### src/core/term_pkg.sv
// Constants for the termination / standby command interpreter.
// Assumes a six-byte command block delivered one byte per clock.
package term_pkg;
	// Command block layout
	localparam logic [2:0] CDB_LEN    = 3'h6;
	localparam logic [2:0] IDX_OPC    = 3'h0;
	localparam logic [2:0] IDX_MODE   = 3'h3;
	localparam logic [2:0] IDX_CHAR   = 3'h4;
	localparam logic [7:0] OP_EOS     = 8'hc5;
	localparam logic [7:0] OP_EOT     = 8'hc6;
	localparam logic [7:0] OP_GTS     = 8'hc7;
	// Terminator mode bits
	localparam logic [7:0] MODE_RD    = 8'h04;
	localparam logic [7:0] MODE_WR    = 8'h08;
	localparam logic [7:0] MODE_FULL  = 8'h10;
	localparam logic [7:0] MODE_OFF   = 8'h00;
	localparam logic [7:0] MODE_DEF   = MODE_RD | MODE_WR | MODE_FULL;
	localparam logic [7:0] MASK_LOW7  = 8'h7f;
	localparam logic [7:0] MASK_ALL8  = 8'hff;
	localparam int         MODE_BIT   = 0;
	localparam logic       END_LAST_RST = 1'b1;
	// Status, message and sense codes
	localparam logic [7:0] STAT_GOOD  = 8'h00;
	localparam logic [7:0] STAT_CHECK = 8'h02;
	localparam logic [7:0] MSG_DONE   = 8'h00;
	localparam logic [3:0] SENSE_NONE    = 4'h0;
	localparam logic [3:0] SENSE_ILLEGAL = 4'h5;
	localparam logic [3:0] SENSE_ERROR   = 4'h9;
	// Register port map
	localparam logic [1:0] REG_STATUS = 2'h0;
	localparam logic [1:0] REG_EOS    = 2'h1;
	localparam logic [1:0] REG_CTRL   = 2'h2;
	localparam int         CTRL_ONLINE = 0;
	localparam int         CTRL_TAKE   = 1;
	localparam int         ST_END_LAST = 0;
	localparam int         ST_CIC      = 1;
	localparam int         ST_ACTIVE   = 5;
	localparam int         ST_SHADOW   = 6;
	localparam int         ST_HOLD     = 7;
	localparam int         ST_NOTCIC   = 8;
	localparam int         ST_TAKE_PND = 9;
	localparam int         REG_W       = 16;

	typedef enum logic [1:0] {PH_FREE, PH_COMMAND, PH_STATUS, PH_MSG_IN} phase_t;
endpackage : term_pkg

### src/core/bit_sync.sv
// Two-flop synchroniser for a group of independent level inputs.
// Assumes each bit is a slow level; no bus coherence across bits.
`timescale 1ns/1ps
`default_nettype none
module bit_sync #(
	parameter int W = 1
) (
	input  wire logic         clk_i,  // Device clock
	input  wire logic         rstn_i, // Synchronous reset, active low
	input  wire logic [W-1:0] d_i,    // Asynchronous levels
	output logic      [W-1:0] q_o     // Synchronised levels
);
	logic [W-1:0] meta_q;

	always_ff @(posedge clk_i) begin
		if (!rstn_i) begin
			meta_q <= '0;
			q_o    <= '0;
		end else begin
			meta_q <= d_i;
			q_o    <= meta_q;
		end
	end
endmodule : bit_sync
`default_nettype wire

### src/core/ieee488_termination_standby.sv
// Command interpreter for terminator, END-on-write and standby commands,
// plus the terminator match on read/write byte streams and shadow acceptor.
// Assumes a SCSI phase engine outside feeds command bytes and acks phases,
// and that the data engine outside streams bytes through the match ports.
//
// Functional notes
// - Mode bit 0x04: stop a bus read when a received byte matches terminator.
// - Mode bit 0x08: assert END with any written byte matching terminator.
// - Mode bit 0x10: compare all eight bits, else only the low seven.
// - Mode byte 0x00 disables read stop and write END insertion.
// - Read stop without 0x10 compares low seven bits only.
// - Write END without 0x10 compares low seven bits only.
// - Terminator byte is never inserted; host supplies it in write data.
// - All terminator modes are off after power-on.
// - Terminator settings persist until reissued, online, or power off.
// - Mode with only 0x10 is refused: check condition, illegal request.
// - Terminator command: opcode 0xC5, mode in byte 3, character in byte 4.
// - These commands run command, status, message-in phases; no data phase.
// - Opcode 0xC6 mode bit 1 sends END on last written byte, 0 suppresses.
// - END-on-last-byte defaults to enabled at power-on.
// - END-on-last-byte persists until reissued, online, or power off.
// - END is signalled by asserting EOI during the final byte.
// - Standby command opcode 0xC7; byte 3 bit 0 enables shadow handshake.
// - Active controller going to standby releases ATN.
// - Shadow acceptor handshakes without keeping data, holds off at END.
// - After hold-off, control can be taken synchronously without corruption.
// - Standby while not in charge: not-controller error, check, sense ERROR.
`timescale 1ns/1ps
`default_nettype none
module ieee488_termination_standby
	import term_pkg::*;
(
	input  wire logic              clk_i,        // Device clock, 250 MHz
	input  wire logic              rstn_i,       // Synchronous reset, active low
	// Command block from the SCSI phase engine
	input  wire logic              sel_i,        // Selected, start of command
	input  wire logic              cdb_valid_i,  // Command byte strobe
	input  wire logic [7:0]        cdb_byte_i,   // Command byte
	input  wire logic              phase_ack_i,  // Status or message byte taken
	output phase_t                 phase_o,      // Requested bus phase
	output logic      [7:0]        info_byte_o,  // Status or message byte
	output logic      [3:0]        sense_key_o,  // Sense key of last command
	output logic                   busy_o,       // Command in progress
	// Controller role
	input  wire logic              cic_i,        // Device is controller in charge
	// Read byte stream match
	input  wire logic              rd_valid_i,   // Received byte strobe
	input  wire logic [7:0]        rd_byte_i,    // Received byte
	output logic                   rd_stop_o,    // End the read at this byte
	// Write byte stream
	input  wire logic              wr_valid_i,   // Byte to send strobe
	input  wire logic [7:0]        wr_byte_i,    // Byte to send
	input  wire logic              wr_last_i,    // Last byte of the write
	output logic                   wr_valid_o,   // Byte to send, delayed
	output logic      [7:0]        wr_byte_o,    // Byte to send, unchanged
	output logic                   wr_eoi_o,     // Assert EOI with this byte
	// Bus pins, low-true lines
	input  wire logic              dav_n_i,      // Data valid
	input  wire logic              eoi_n_i,      // End or identify
	input  wire logic [7:0]        dio_n_i,      // Data lines
	output logic                   atn_n_o,      // Attention drive level
	output logic                   atn_oe_o,     // Attention driven
	output logic                   nrfd_n_o,     // Not ready drive level
	output logic                   nrfd_oe_o,    // Not ready driven
	output logic                   ndac_n_o,     // Not accepted drive level
	output logic                   ndac_oe_o,    // Not accepted driven
	// Register port
	input  wire logic [1:0]        reg_addr_i,   // Register address
	input  wire logic [REG_W-1:0]  reg_wdata_i,  // Write data
	input  wire logic              reg_wr_i,     // Write strobe
	input  wire logic              reg_rd_i,     // Read strobe
	output logic      [REG_W-1:0]  reg_rdata_o   // Read data, one cycle later
);
	typedef enum {C_IDLE, C_CMD, C_EXEC, C_STATUS, C_MSG} cmd_st_t;
	typedef enum {SH_OFF, SH_READY, SH_ACCEPT, SH_HOLD} sh_st_t;

	// Terminator match on the selected width
	function automatic logic term_match(input logic [7:0] b, input logic [7:0] c,
	                                    input logic [7:0] mode);
		logic [7:0] m;
		m = (mode & MODE_FULL) != MODE_OFF ? MASK_ALL8 : MASK_LOW7;
		return ((b ^ c) & m) == MODE_OFF;
	endfunction : term_match

	cmd_st_t    cst_q;
	sh_st_t     sst_q;
	logic [2:0] cnt_q;
	logic [7:0] opc_q;
	logic [7:0] mode_q;
	logic [7:0] chr_q;
	logic [7:0] eos_mode_q;
	logic [7:0] eos_char_q;
	logic       end_last_q;
	logic       active_q;
	logic       shadow_q;
	logic       notcic_q;
	logic       take_q;
	logic       end_seen_q;
	logic [1:0] bus_s;
	logic [7:0] dio_s;

	bit_sync #(.W(2)) u_ctl_sync (
		.clk_i  (clk_i),
		.rstn_i (rstn_i),
		.d_i    ({~dav_n_i, ~eoi_n_i}),
		.q_o    (bus_s)
	);
	bit_sync #(.W(8)) u_dio_sync (
		.clk_i  (clk_i),
		.rstn_i (rstn_i),
		.d_i    (~dio_n_i),
		.q_o    (dio_s)
	);

	wire dav_s = bus_s[1];
	wire eoi_s = bus_s[0];

	// Command decode
	wire [7:0] mode_def  = mode_q & MODE_DEF;
	wire       is_eos    = opc_q == OP_EOS;
	wire       is_eot    = opc_q == OP_EOT;
	wire       is_gts    = opc_q == OP_GTS;
	wire       eos_bad   = is_eos && mode_def == MODE_FULL;
	wire       gts_bad   = is_gts && !cic_i;
	wire       op_bad    = !(is_eos || is_eot || is_gts);
	wire       cmd_fail  = eos_bad || gts_bad || op_bad;
	wire [3:0] sense_d   = gts_bad ? SENSE_ERROR :
	                       (eos_bad || op_bad) ? SENSE_ILLEGAL : SENSE_NONE;
	wire       exec      = cst_q == C_EXEC;
	wire       online    = reg_wr_i && reg_addr_i == REG_CTRL && reg_wdata_i[CTRL_ONLINE];
	wire       take_req  = reg_wr_i && reg_addr_i == REG_CTRL && reg_wdata_i[CTRL_TAKE];
	wire       standby   = cic_i && !active_q;
	wire       sh_quiet  = sst_q != SH_ACCEPT;
	wire       take_now  = (take_q || take_req) && cic_i && !active_q && sh_quiet;

	// Byte-stream matches
	wire       rd_hit    = (eos_mode_q & MODE_RD) != MODE_OFF &&
	                       term_match(rd_byte_i, eos_char_q, eos_mode_q);
	wire       wr_hit    = (eos_mode_q & MODE_WR) != MODE_OFF &&
	                       term_match(wr_byte_i, eos_char_q, eos_mode_q);
	wire       sh_hit    = (eos_mode_q & MODE_RD) != MODE_OFF &&
	                       term_match(dio_s, eos_char_q, eos_mode_q);

	// Command sequencer: command, status, message in; no data phase
	always_ff @(posedge clk_i) begin
		if (!rstn_i) begin
			cst_q <= C_IDLE;
			cnt_q <= '0;
		end else begin
			unique case (cst_q)
				C_IDLE: begin
					cnt_q <= '0;
					if (sel_i) begin
						cst_q <= C_CMD;
					end
				end
				C_CMD: begin
					if (cdb_valid_i) begin
						cnt_q <= cnt_q + 3'h1;
						if (cnt_q == CDB_LEN - 3'h1) begin
							cst_q <= C_EXEC;
						end
					end
				end
				C_EXEC: begin
					cst_q <= C_STATUS;
				end
				C_STATUS: begin
					if (phase_ack_i) begin
						cst_q <= C_MSG;
					end
				end
				C_MSG: begin
					if (phase_ack_i) begin
						cst_q <= C_IDLE;
					end
				end
			endcase
		end
	end

	// Capture only opcode, mode and character bytes
	always_ff @(posedge clk_i) begin
		if (!rstn_i) begin
			opc_q  <= '0;
			mode_q <= '0;
			chr_q  <= '0;
		end else if (cst_q == C_CMD && cdb_valid_i) begin
			if (cnt_q == IDX_OPC) begin
				opc_q <= cdb_byte_i;
			end
			if (cnt_q == IDX_MODE) begin
				mode_q <= cdb_byte_i;
			end
			if (cnt_q == IDX_CHAR) begin
				chr_q <= cdb_byte_i;
			end
		end
	end

	// Phase outputs
	always_ff @(posedge clk_i) begin
		if (!rstn_i) begin
			phase_o     <= PH_FREE;
			info_byte_o <= STAT_GOOD;
			sense_key_o <= SENSE_NONE;
			busy_o      <= 1'b0;
		end else begin
			busy_o <= cst_q != C_IDLE || sel_i;
			if (exec) begin
				phase_o     <= PH_STATUS;
				info_byte_o <= cmd_fail ? STAT_CHECK : STAT_GOOD;
				sense_key_o <= sense_d;
			end else if (cst_q == C_STATUS && phase_ack_i) begin
				phase_o     <= PH_MSG_IN;
				info_byte_o <= MSG_DONE;
			end else if (cst_q == C_MSG && phase_ack_i) begin
				phase_o <= PH_FREE;
			end else if (cst_q == C_IDLE && sel_i) begin
				phase_o <= PH_COMMAND;
			end
		end
	end

	// Terminator and END-on-last settings
	always_ff @(posedge clk_i) begin
		if (!rstn_i || online) begin
			eos_mode_q <= MODE_OFF;
			eos_char_q <= '0;
			end_last_q <= END_LAST_RST;
		end else if (exec && is_eos && !eos_bad) begin
			eos_mode_q <= mode_def;
			eos_char_q <= chr_q;
		end else if (exec && is_eot) begin
			end_last_q <= mode_q[MODE_BIT];
		end
	end

	// Controller role and not-controller error flag
	always_ff @(posedge clk_i) begin
		if (!rstn_i) begin
			active_q <= 1'b1;
			shadow_q <= 1'b0;
			notcic_q <= 1'b0;
			take_q   <= 1'b0;
		end else begin
			if (!cic_i) begin
				active_q <= 1'b1;
			end else if (exec && is_gts) begin
				active_q <= 1'b0;
			end else if (take_now) begin
				active_q <= 1'b1;
			end
			if (exec && is_gts && cic_i) begin
				shadow_q <= mode_q[MODE_BIT];
			end
			if (exec && gts_bad) begin
				notcic_q <= 1'b1;
			end else if (exec) begin
				notcic_q <= 1'b0;
			end
			if (take_now || !cic_i) begin
				take_q <= 1'b0;
			end else if (take_req) begin
				take_q <= 1'b1;
			end
		end
	end

	// Shadow acceptor: handshakes without storing data, holds off at END
	always_ff @(posedge clk_i) begin
		if (!rstn_i) begin
			sst_q      <= SH_OFF;
			end_seen_q <= 1'b0;
		end else if (!standby || !shadow_q || take_now) begin
			sst_q      <= SH_OFF;
			end_seen_q <= 1'b0;
		end else begin
			unique case (sst_q)
				SH_OFF: begin
					sst_q <= SH_READY;
				end
				SH_READY: begin
					if (dav_s) begin
						sst_q      <= SH_ACCEPT;
						end_seen_q <= eoi_s || sh_hit;
					end
				end
				SH_ACCEPT: begin
					if (!dav_s) begin
						sst_q <= end_seen_q ? SH_HOLD : SH_READY;
					end
				end
				SH_HOLD: begin
					sst_q <= SH_HOLD;
				end
			endcase
		end
	end

	// Bus line drives; oe high while pulling the line low
	always_ff @(posedge clk_i) begin
		if (!rstn_i) begin
			atn_n_o   <= 1'b0;
			atn_oe_o  <= 1'b0;
			nrfd_n_o  <= 1'b0;
			nrfd_oe_o <= 1'b0;
			ndac_n_o  <= 1'b0;
			ndac_oe_o <= 1'b0;
		end else begin
			atn_n_o   <= 1'b0;
			ndac_n_o  <= 1'b0;
			nrfd_n_o  <= 1'b0;
			atn_oe_o  <= cic_i && (active_q || take_now);
			nrfd_oe_o <= sst_q == SH_ACCEPT || sst_q == SH_HOLD;
			ndac_oe_o <= sst_q == SH_READY || sst_q == SH_HOLD;
		end
	end

	// Read stop and write END flags, data passed unchanged
	always_ff @(posedge clk_i) begin
		if (!rstn_i) begin
			rd_stop_o  <= 1'b0;
			wr_valid_o <= 1'b0;
			wr_byte_o  <= '0;
			wr_eoi_o   <= 1'b0;
		end else begin
			rd_stop_o  <= rd_valid_i && rd_hit;
			wr_valid_o <= wr_valid_i;
			wr_byte_o  <= wr_byte_i;
			wr_eoi_o   <= wr_valid_i && (wr_hit || (end_last_q && wr_last_i));
		end
	end

	// Register read, data valid only in the cycle after the strobe
	wire [REG_W-1:0] status_w = REG_W'(eos_mode_q & MODE_DEF)
	                          | (REG_W'(end_last_q) << ST_END_LAST)
	                          | (REG_W'(cic_i) << ST_CIC)
	                          | (REG_W'(active_q) << ST_ACTIVE)
	                          | (REG_W'(shadow_q) << ST_SHADOW)
	                          | (REG_W'(sst_q == SH_HOLD) << ST_HOLD)
	                          | (REG_W'(notcic_q) << ST_NOTCIC)
	                          | (REG_W'(take_q) << ST_TAKE_PND);
	wire [REG_W-1:0] rd_mux   = reg_addr_i == REG_STATUS ? status_w :
	                            reg_addr_i == REG_EOS ? REG_W'(eos_char_q) : '0;

	always_ff @(posedge clk_i) begin
		if (!rstn_i) begin
			reg_rdata_o <= '0;
		end else begin
			reg_rdata_o <= reg_rd_i ? rd_mux : '0;
		end
	end
endmodule : ieee488_termination_standby
`default_nettype wire

### config.mk
export PLATFORM = sky130hd
export DESIGN_NAME = ieee488_termination_standby
export DESIGN_NICKNAME = d
export VERILOG_FILES = /design/src/core/term_pkg.sv /design/src/core/bit_sync.sv /design/src/core/ieee488_termination_standby.sv
export SDC_FILE = /design/constraint.sdc
export NUM_CORES = 1
export LEC_CHECK = 0
export BUFFER_PORTS_ARGS = -buffer_cell sky130_fd_sc_hd__buf_2
export CAP_MARGIN = 0
export CORE_UTILIZATION = 30
export DETAILED_ROUTE_END_ITERATION = 8
export HOLD_SLACK_MARGIN = 0.02
export PLACE_DENSITY_LB_ADDON = 0.08
export SYNTH_ARGS = -nofsm -noshare
export SYNTH_HDL_FRONTEND = slang
export SYNTH_SLANG_ARGS = --single-unit
export TNS_END_PERCENT = 5
### constraint.sdc
create_clock -name clk_i -period 3.45 [get_ports clk_i]
set_input_delay 0.69 -clock clk_i [delete_from_list [all_inputs] [get_ports clk_i]]
set_output_delay 0.69 -clock clk_i [all_outputs]
set_load 0.02 [all_outputs]
Word level (Yosys, flattened, before mapping):

Index checks and enable logic that the tools add are counted.

* input bits: 63
* word-level logic and storage cells: 186
* bits in registers: 170
* output and inout bits: 48

* add/sub/neg operators: 1
* muxes and demuxes: 28
* equality and inequality tests: 31
* bitwise logic cells: 18
* reductions and logical operators: 77

Operators with widths (number)
* $mux 32: 7
* $eq 32x2->1 const B: 6
* $eq 32x3->1 const B: 5
* $pmux 32 s5: 1
* $pmux 32 s4: 1
* $logic_not 32->1: 3
* $eq 32x1->1 const B: 2
* $eq 32x4->1 const B: 1
* $mux 8: 4
* $ne 32x3->1 const B: 1
* $reduce_bool 32->1: 1
* $logic_and 1x1->1: 26
* $and 8x8->8: 3
* $eq 8x8->1 const B: 3
* $logic_not 8->1: 3
* $xor 8x8->8: 3
* $reduce_and 2->1: 9
* $logic_or 1x1->1: 16
* $mux 2: 6
* $ne 2x2->1 const B: 6
* $mux 10: 1
* $or 9x10->10: 1
* $eq 3x3->1 const B: 3
* $or 8x9->9: 1
* 24 further kinds: 42

Depth between registers and ports, before layout:

Gate-level depths: netlist of run 1.

* depth in word-level cells: 9
* mapped depth: 6
* depth with buffers taken out: 6

Cells and area by module:

From an unflattened synthesis of run 1, not the netlist that was laid out.

* cells, all modules: 413
* area total of the unflattened synthesis: 3916.3 um2

Modules (own cells, without submodules)
* ieee488_termination_standby: sequential area each 1521.5 um2, area an instance 3364.5 um2, cells an instance 372, instances 1
* bit_sync at u_dio_sync: sequential area each 320.3 um2, area an instance 446.7 um2, cells an instance 33, instances 1
* bit_sync at u_ctl_sync: sequential area each 80.1 um2, area an instance 105.1 um2, cells an instance 8, instances 1

Worst setup path after synthesis of run 1:

No wires, ideal clock.

* kind: input to register
* start point: in cdb_valid_i
* end point: reg opc_q[6]
* path slack: 1835 ps
* data required time: 3322 ps
* arrival: 1488 ps
* cell stages on the path: 5
* library setup time: 128 ps
* path buffers: 1
* cell sequence: nor4bb_1 buf_4 nand3_4 mux2i_1 nor2_1

* word-level cells in the longest chain between the ends: 2

RTL lines
* start: declaration: RTL line ieee488_termination_standby.sv:37 `input wire logic cdb_valid_i,`
* $logic_and 1x1->1: RTL line ieee488_termination_standby.sv:188 `end else if (cst_q == C_CMD && cdb_valid_i) begin`
* $reduce_and 2->1 (no source line)
* end signal: assignment: RTL line ieee488_termination_standby.sv:190 `opc_q <= cdb_byte_i;`
* end: declaration: RTL line ieee488_termination_standby.sv:88 `logic [7:0] opc_q;`

No other way between the ends.
A chain may end at the register's enable or synchronous reset.

Worst setup path in the final report of run 1:

* start point: reg cst_q[1]
* end point: reg eos_char_q[5]

* word-level cells in the longest chain between the ends: 3

RTL lines
* start: declaration: RTL line ieee488_termination_standby.sv:85 `cmd_st_t cst_q;`
* start signal: assignment: RTL line ieee488_termination_standby.sv:147 `cst_q <= C_IDLE;`
* start signal: assignment: RTL line ieee488_termination_standby.sv:154 `cst_q <= C_CMD;`
* start signal: assignment: RTL line ieee488_termination_standby.sv:161 `cst_q <= C_EXEC;`
* $eq 32x3->1: RTL line ieee488_termination_standby.sv:129 `wire exec = cst_q == C_EXEC;`
* $logic_and 1x1->1 (2 in series): RTL line ieee488_termination_standby.sv:231 `end else if (exec && is_eos && !eos_bad) begin`
* end signal: assignment: RTL line ieee488_termination_standby.sv:233 `eos_char_q <= chr_q;`
* end: declaration: RTL line ieee488_termination_standby.sv:92 `logic [7:0] eos_char_q;`

No other way between the ends.

==> impl_metrics.prom, run 1 <==
# TYPE chip_impl_metric gauge
chip_impl_metric{name="tightest_pin_transition",unit="ps"} 831
chip_impl_metric{name="vias_in_the_first_global_route",unit=""} 2727
chip_impl_metric{name="clock_power_share",unit="%"} 44.1
chip_impl_metric{name="synth.avg_cell_area",unit="sq um"} 9.66
chip_impl_metric{name="max_slew_margin",unit="%"} 44.4
chip_impl_metric{name="power_switching_share",unit="%"} 23.3
chip_impl_metric{name="timing.final.hold_violations",unit=""} 0
chip_impl_metric{name="fin_skew",unit="ps"} 7.32
chip_impl_metric{name="post-route-period-util",unit="%"} 65.6
chip_impl_info{name="synth_largest_area_cell",value="dfxtp_1"} 1
chip_impl_metric{name="starting_drc_count_in_detailed_routing",unit=""} 96
chip_impl_metric{name="setup_tns",unit="ps"} 0
chip_impl_metric{name="required",unit="ps"} 3670
chip_impl_metric{name="clk_path_buf_depth",unit=""} 2
chip_impl_metric{name="drt_pass1_iterations",unit=""} 4
chip_impl_metric{name="grt_first_pass_wirelength",unit="um"} 14200
chip_impl_info{name="whs_endpoint",value="u_dio_sync.q_o[7]$_SDFF_PN0_"} 1
chip_impl_metric{name="total_switching_power",unit="W"} 0.000562
chip_impl_info{name="reg2reg_from",value="cst_q[1]$_SDFFE_PN0P_"} 1
chip_impl_metric{name="globalRouteTotalUtil",unit="%"} 14.3
chip_impl_metric{name="n_antenna_cell",unit=""} 0
chip_impl_metric{name="total_global_routing_overflow",unit=""} 0
chip_impl_metric{name="synth_seq_area_share",unit="%"} 49.7
chip_impl_metric{name="post_drt_via_cell_ratio",unit=""} 4.42
chip_impl_metric{name="start_util",unit="%"} 30.7
chip_impl_metric{name="worst_hold_margin",unit="ps"} 431
chip_impl_metric{name="drc_errors",unit=""} 0
chip_impl_metric{name="timing.final.crit_period",unit="ps"} 2260
chip_impl_metric{name="power.leakage",unit="nW"} 2.17
chip_impl_metric{name="cts.repair_timing.setup_buffer_count",unit=""} 0
chip_impl_metric{name="ys.warnings.count",unit=""} 0
chip_impl_metric{name="dpl_worst_slack",unit="ps"} 1190
chip_impl_metric{name="synth.lib_cells_used.distinct",unit=""} 50
chip_impl_metric{name="port_buffers",unit=""} 79
chip_impl_metric{name="cts_resized",unit=""} 0
chip_impl_metric{name="ctsHtreeMaxLevel",unit=""} 3
chip_impl_metric{name="power.density_cell_area",unit="nW/um^2"} 521
chip_impl_metric{name="timing.hold.worst_path_depth",unit=""} 1
chip_impl_metric{name="final-setup-viol-count",unit=""} 0
chip_impl_metric{name="synth.top_cell.area_share",unit="%"} 49.7
chip_impl_metric{name="syn-cell-area",unit="sq um"} 3860
chip_impl_info{name="timing.hold.worst.class",value="register to register"} 1
chip_impl_metric{name="grt_antenna_before_repair",unit=""} 0
chip_impl_metric{name="clk_pin_slew_worst_setup_hold_paths",unit="ps"} 70
chip_impl_metric{name="nFillCells",unit=""} 1291
chip_impl_metric{name="num_rows",unit=""} 41
chip_impl_metric{name="pwr-share-comb",unit="%"} 7.7
chip_impl_metric{name="chipHeight",unit="um"} 115
chip_impl_metric{name="dr_total_vias",unit=""} 2852
chip_impl_metric{name="r2r_slack",unit="ps"} 1190
chip_impl_metric{name="sequential_power_share",unit="%"} 48.2
chip_impl_metric{name="yosys_register_bits",unit=""} 96
chip_impl_info{name="clk_root_buffer_cell",value="clkbuf_16"} 1
chip_impl_metric{name="r2r_cell_count",unit=""} 4
chip_impl_metric{name="die_w",unit="um"} 115
chip_impl_metric{name="routedWlPerCell",unit="um"} 13.9
chip_impl_info{name="worst-setup-path-type",value="register to register"} 1
chip_impl_info{name="synth_top_cells_by_area",value="dfxtp_1 (50%), mux2i_1 (9.3%), nor2_1 (5.8%), xor2_1 (3.6%), buf_4 (3.5%)"} 1
chip_impl_info{name="cp-end-kind",value="register"} 1
chip_impl_info{name="outcome",value="finished, final reports clean"} 1
chip_impl_metric{name="p_int",unit="W"} 0.00185
chip_impl_metric{name="power.ir.vdd_worst",unit="mV"} 0.189
chip_impl_metric{name="worstPathMaxFanout",unit=""} 15
chip_impl_metric{name="floorplan_die_area",unit="sq um"} 13300
chip_impl_metric{name="io-pin-count",unit=""} 111
chip_impl_metric{name="area_of_the_core",unit="sq um"} 12600
chip_impl_metric{name="slew_viol_final",unit=""} 0
chip_impl_metric{name="detailedPlacementHpwl",unit="um"} 6410
chip_impl_metric{name="power",unit="W"} 0.00242
chip_impl_metric{name="synth_enable_flop_cells",unit=""} 0
chip_impl_metric{name="timing.fmax",unit="MHz"} 442
chip_impl_metric{name="max_cap_viol_count",unit=""} 0
chip_impl_metric{name="setup_slack",unit="ps"} 1190
chip_impl_metric{name="asyncSetResetFlopFracSynth",unit="%"} 0
chip_impl_metric{name="grt_start_max_net_pins",unit=""} 43
chip_impl_metric{name="cts_sinks",unit=""} 96
chip_impl_metric{name="synthCells",unit=""} 400
chip_impl_metric{name="ctsHoldBuffers",unit=""} 0
chip_impl_metric{name="critical_path_arrival",unit="ps"} 2480
chip_impl_info{name="yosys_most_used_dff",value="dfxtp_1"} 1
chip_impl_metric{name="post_route_cells_drive_above_1_share",unit="%"} 22.0
chip_impl_metric{name="number_of_cts_inserted_buffers",unit=""} 9
chip_impl_info{name="tritoncts",value="built"} 1
chip_impl_metric{name="insertion_delay",unit="ps"} 340
chip_impl_info{name="holdCritStartpoint",value="u_dio_sync.meta_q[7]$_SDFF_PN0_"} 1
chip_impl_metric{name="area.growth.synth_to_final",unit="%"} 20.1
chip_impl_info{name="unrepaired_setup_endpoints_after_global_routing",value="false"} 1
chip_impl_metric{name="ant_nets",unit=""} 0
chip_impl_metric{name="route.final.wire_length",unit="um"} 8960
chip_impl_metric{name="seq_area",unit="sq um"} 1920
chip_impl_metric{name="multi_input_comb_area",unit="sq um"} 1740
chip_impl_info{name="worst_setup_path_start_kind",value="register"} 1
chip_impl_info{name="crit-reg2reg-capture",value="eos_char_q[5]$_SDFFE_PP0P_"} 1
chip_impl_metric{name="nNetsFinal",unit=""} 535
chip_impl_metric{name="finalWeightedCongestion",unit=""} 0.769
## final cells by class
class | instances | area share (%)
flip-flops and latches | 96 | 41.4
multi-input cells | 271 | 37.5
repair buffers | 81 | 8.85
clock buffers | 10 | 4.94
well taps | 172 | 4.64
clock inverters | 6 | 1.94
inverters | 9 | 0.728
## cell families (layout without fill, tap and decap cells)
family                   Yosys count  in the layout  synth area share [%]
AO/OA/AOI/OAI                     45             45                  7.64
XOR/XNOR                          25             25                  5.67
adder cells (fa/ha/maj)            4              4                  1.30
buffers and inverters             49            106                  6.80
flip-flops                        96             96                  49.7
multiplexers                      36             36                  9.33
other                              1             17                0.0971
AND/OR/NAND/NOR                  144            144                  19.4
## Yosys cell counts (3+ instances only)
cell type and number:
a211oi_1 5, nand2_1 23, buf_4 18, a21oi_1 16
nand2b_1 4, o21ai_0 9, and2_1 19, nor3b_1 3
xnor2_1 9, buf_2 3, ha_1 4, mux2i_1 36
inv_1 7, xor2_1 16, dfxtp_1 96, nand4b_1 3
nor3_1 4, clkbuf_1 17, nand3_1 4, nor2_1 60
nand4_1 7
## placed cells by master (no fill, tap or decap), types with 2 or more instances in the layout
master     synthesis  layout
a311oi_1           2       2
dfxtp_1           96      96
nor3_1             4       4
or3_1              2       2
nor4bb_1           2       2
and2_1            19      19
buf_4             18       2
inv_1              7       7
ha_1               4       4
bufinv_16          0       2
inv_6              0       2
nand2_1           23      23
nand4_1            7       7
conb_1             1      17
o21ai_0            9       9
xnor2_1            9       9
nor4_1             2       2
a211oi_1           5       5
xor2_1            16      16
nand2b_1           4       4
a21o_1             2       2
mux2i_1           36      36
nor3b_1            3       3
nand4b_1           3       3
nor2_1            60      60
a21oi_1           16      16
clkbuf_16          0       9
a31oi_1            2       2
nand3_1            4       4
buf_2              3      79
and4b_1            2       2
nand3_4            2       2
## critical path: stages (launching register included)
cell,delay (ps)
dfxtp_1,610
nor3b_2,380
nand4_1,710
mux2i_1,360
nor2_1,70
## layer usage
| metal | share of wire [%] | routed length (um) | GRT usage (%) |
|---|---|---|---|
| met4 | 1.9 | 171 | 6.15 |
| met2 | 45 | 4070 | 23.2 |
| met3 | 5.4 | 485 | 3.97 |
| met1 | 47 | 4230 | 17.8 |
| met5 | 0 | 0 | 0 |
## through the flow
step           cell area (sq um)  util [%]  cells
6_report                    4640      36.9    645
5_1_grt                     4640      36.9    645
4_1_cts                     4640      36.9    645
3_5_place_dp                4320      34.4    629
3_3_place_gp                4320      34.4    629
2_1_floorplan               3920         -    416
## registers in the layout, summed over array words and instances, names as in the netlist, 2 cells and up
signal and count:
wr_byte_o 8, reg_rdata_o 10, u_dio_sync.meta_q 8, eos_mode_q 3, u_ctl_sync.q_o 2, chr_q 8, sense_key_o 3, cnt_q 3
mode_q 4, phase_o 2, u_ctl_sync.meta_q 2, sst_q 2, u_dio_sync.q_o 8, eos_char_q 8, opc_q 8, cst_q 3
## power by group through the flow
stage	logic (W)	registers [W]	clock network, W
6_report	0.000187	0.00116	0.00107
5_1_grt	0.000207	0.00117	0.00115
4_1_cts	0.000191	0.00116	0.00111
3_5_place_dp	0.000190	0.00119	0
3_3_place_gp	0.000190	0.00119	0
2_1_floorplan	0.000124	0.00120	0
## worst max-delay path by stage
stage                                startpoint                    endpoint  slack, ps  depth (start not counted)
after detailed placement  cst_q[1]$_SDFFE_PN0P_  eos_char_q[0]$_SDFFE_PP0P_       1190                          4
after global routing      cst_q[1]$_SDFFE_PN0P_  eos_mode_q[3]$_SDFFE_PP0P_        920                          4
after global placement    cst_q[1]$_SDFFE_PN0P_  eos_char_q[7]$_SDFFE_PP0P_       1210                          4
after floorplan                     cdb_valid_i       opc_q[6]$_SDFFE_PN0P_       1830                          5
final                     cst_q[1]$_SDFFE_PN0P_  eos_char_q[5]$_SDFFE_PP0P_       1190                          4
after CTS                 cst_q[1]$_SDFFE_PN0P_  eos_char_q[7]$_SDFFE_PP0P_       1170                          4
No activity file was read; power rests on OpenSTA's default activity.
==> run 2, diff against run 1 <==
Clock period 3.45 ns to 2.1 ns, I/O delays scaled along.
==> impl_metrics.prom, run 2 (synthesis gave the netlist of run 1 again) <==
# TYPE chip_impl_metric gauge
chip_impl_info{name="outcome",value="finished, final reports clean"} 1
chip_impl_metric{name="ant_nets",unit=""} 0
chip_impl_metric{name="nFillCells",unit=""} 1321
chip_impl_metric{name="grt_start_max_net_pins",unit=""} 32
chip_impl_metric{name="nNetsFinal",unit=""} 547
chip_impl_metric{name="finish.utilization",unit="%"} 37.5
chip_impl_metric{name="die_w",unit="um"} 115
chip_impl_metric{name="chipHeight",unit="um"} 115
chip_impl_metric{name="multi_input_comb_area",unit="sq um"} 1740
chip_impl_metric{name="critical_path_arrival",unit="ps"} 1940
chip_impl_metric{name="finalWeightedCongestion",unit=""} 0.750
chip_impl_info{name="most-common-layout-cells",value="dfxtp_1 (96), buf_2 (79), nor2_1 (60)"} 1
chip_impl_metric{name="post_drt_via_cell_ratio",unit=""} 4.40
chip_impl_metric{name="instances_no_fill",unit=""} 657
chip_impl_metric{name="slew_viol_final",unit=""} 0
chip_impl_metric{name="clk_pin_slew_worst_setup_hold_paths",unit="ps"} 70
chip_impl_metric{name="timing.fmax",unit="MHz"} 584
chip_impl_metric{name="drt_pass1_iterations",unit=""} 4
chip_impl_metric{name="setup_tns",unit="ps"} 0
chip_impl_metric{name="area_of_the_core",unit="sq um"} 12600
chip_impl_metric{name="power.density_cell_area",unit="nW/um^2"} 829
chip_impl_metric{name="post-route-period-util",unit="%"} 81.6
chip_impl_metric{name="timing.final.crit_period",unit="ps"} 1710
chip_impl_metric{name="fin_skew",unit="ps"} 6.96
chip_impl_metric{name="insertion_delay",unit="ps"} 350
chip_impl_metric{name="postLayoutCellArea",unit="sq um"} 4720
chip_impl_metric{name="number_of_cts_inserted_buffers",unit=""} 9
chip_impl_metric{name="ctsHtreeMaxLevel",unit=""} 3
chip_impl_metric{name="power.leakage",unit="nW"} 2.22
chip_impl_metric{name="globalRouteTotalUtil",unit="%"} 14.7
chip_impl_metric{name="drc_errors",unit=""} 0
chip_impl_metric{name="worstPathMaxFanout",unit=""} 15
chip_impl_metric{name="port_buffers",unit=""} 79
chip_impl_metric{name="cts_sinks",unit=""} 96
chip_impl_info{name="top_register",value="reg_rdata_o"} 1
chip_impl_metric{name="routedWlPerCell",unit="um"} 13.9
chip_impl_info{name="layout.cells.most_common",value="dfxtp_1"} 1
chip_impl_metric{name="start_util",unit="%"} 30.7
chip_impl_metric{name="post_route_cells_drive_above_1_share",unit="%"} 24.1
chip_impl_metric{name="timing.final.hold_violations",unit=""} 0
chip_impl_metric{name="grt_antenna_before_repair",unit=""} 0
chip_impl_metric{name="largest_register_ff_count",unit=""} 10
chip_impl_info{name="worst_setup_path_start_kind",value="register"} 1
chip_impl_metric{name="num_rows",unit=""} 41
chip_impl_metric{name="required",unit="ps"} 2330
chip_impl_metric{name="area.growth.synth_to_final",unit="%"} 22.1
chip_impl_metric{name="io-pin-count",unit=""} 111
chip_impl_info{name="cp-end-kind",value="register"} 1
chip_impl_metric{name="n_antenna_cell",unit=""} 0
chip_impl_metric{name="post-place-cells",unit=""} 641
chip_impl_metric{name="place_area",unit="sq um"} 4410
chip_impl_info{name="worst-setup-path-type",value="register to register"} 1
chip_impl_info{name="unrepaired_setup_endpoints_after_global_routing",value="false"} 1
chip_impl_metric{name="vias_in_the_first_global_route",unit=""} 2695
chip_impl_metric{name="dpl_worst_slack",unit="ps"} 358
chip_impl_metric{name="starting_drc_count_in_detailed_routing",unit=""} 120
chip_impl_metric{name="cts_resized",unit=""} 0
chip_impl_metric{name="seq_area",unit="sq um"} 1920
chip_impl_metric{name="grt_first_pass_wirelength",unit="um"} 14400
chip_impl_metric{name="floorplan_die_area",unit="sq um"} 13300
chip_impl_metric{name="max_cap_viol_count",unit=""} 0
chip_impl_metric{name="cts.repair_timing.setup_buffer_count",unit=""} 0
chip_impl_metric{name="dr_total_vias",unit=""} 2894
chip_impl_metric{name="setup_slack",unit="ps"} 387
chip_impl_metric{name="total_global_routing_overflow",unit=""} 0
chip_impl_info{name="tritoncts",value="built"} 1
chip_impl_metric{name="detailedPlacementHpwl",unit="um"} 6760
chip_impl_info{name="timing.hold.worst.class",value="input port to register"} 1
chip_impl_info{name="clk_root_buffer_cell",value="clkbuf_16"} 1
chip_impl_metric{name="final-setup-viol-count",unit=""} 0
chip_impl_metric{name="route.final.wire_length",unit="um"} 9140
chip_impl_metric{name="power.ir.vdd_worst",unit="mV"} 0.290
chip_impl_metric{name="clk_path_buf_depth",unit=""} 2
chip_impl_metric{name="ctsHoldBuffers",unit=""} 0
## run 2: cell types whose count changed in the layout (fill, tap and decap cells not counted)
cell / previous run / this run
bufinv_16: 2 / 1
buf_4: 2 / 14
clkbuf_1: 1 / 0
clkbuf_8: 0 / 1
clkinv_4: 0 / 3
inv_6: 2 / 0
## run 2: report_power, final
part           leakage, nW  switching, W  total [W]  internal, W
logic                 1.29      0.000194   0.000327     0.000133
clock network        0.149      0.000717    0.00168     0.000959
registers            0.783     0.0000315    0.00191      0.00187
total                 2.22      0.000943    0.00391      0.00297
## run 2: worst paths after layout
path	from	to	slack (ps)	cells after the start
max reg2reg	cst_q[0]$_SDFFE_PN0P_	chr_q[0]$_SDFFE_PN0P_	390	5
min	dav_n_i	u_ctl_sync.meta_q[1]$_SDFF_PN0_	210	2
min reg2reg	u_dio_sync.meta_q[3]$_SDFF_PN0_	u_dio_sync.q_o[3]$_SDFF_PN0_	430	1
max	cst_q[0]$_SDFFE_PN0P_	chr_q[0]$_SDFFE_PN0P_	390	5
## run 2: cell type report
cell class	instances	share of cell area, %
tap	172	4.56
sequential	96	40.7
multi-input combinational	271	36.9
clock buffer	10	5.06
clock inverter	6	1.46
inverter	9	0.716
timing repair buffer	93	10.6
## run 2: critical path, cell delays in order, from the launching register on
cell and delay [ps]:
dfxtp_1 610, nor4bb_1 340, buf_4 220, nand3_4 180
mux2i_1 200, nor2_1 50
## run 2: metal layers
| metal | vias to the layer above | part of all wire, % | global-route usage (%) |
|---|---|---|---|
| met3 | 12 | 5.9 | 5.02 |
| met1 | 1331 | 48 | 18.7 |
| li1 | 1477 | - | - |
| met2 | 74 | 44 | 22.7 |
| met4 | 0 | 1.8 | 5.97 |
| met5 | - | 0 | 0 |
## run 2: per-stage QoR
| stage | hold slack (ps) | total power (W) |
|---|---|---|
| final | 207 | 0.00391 |
| after global routing | 200 | 0.00407 |
| after CTS | 194 | 0.00396 |
| after detailed placement | 422 | 0.00228 |
| after global placement | 416 | 0.00228 |
| after floorplan | 412 | 0.00217 |
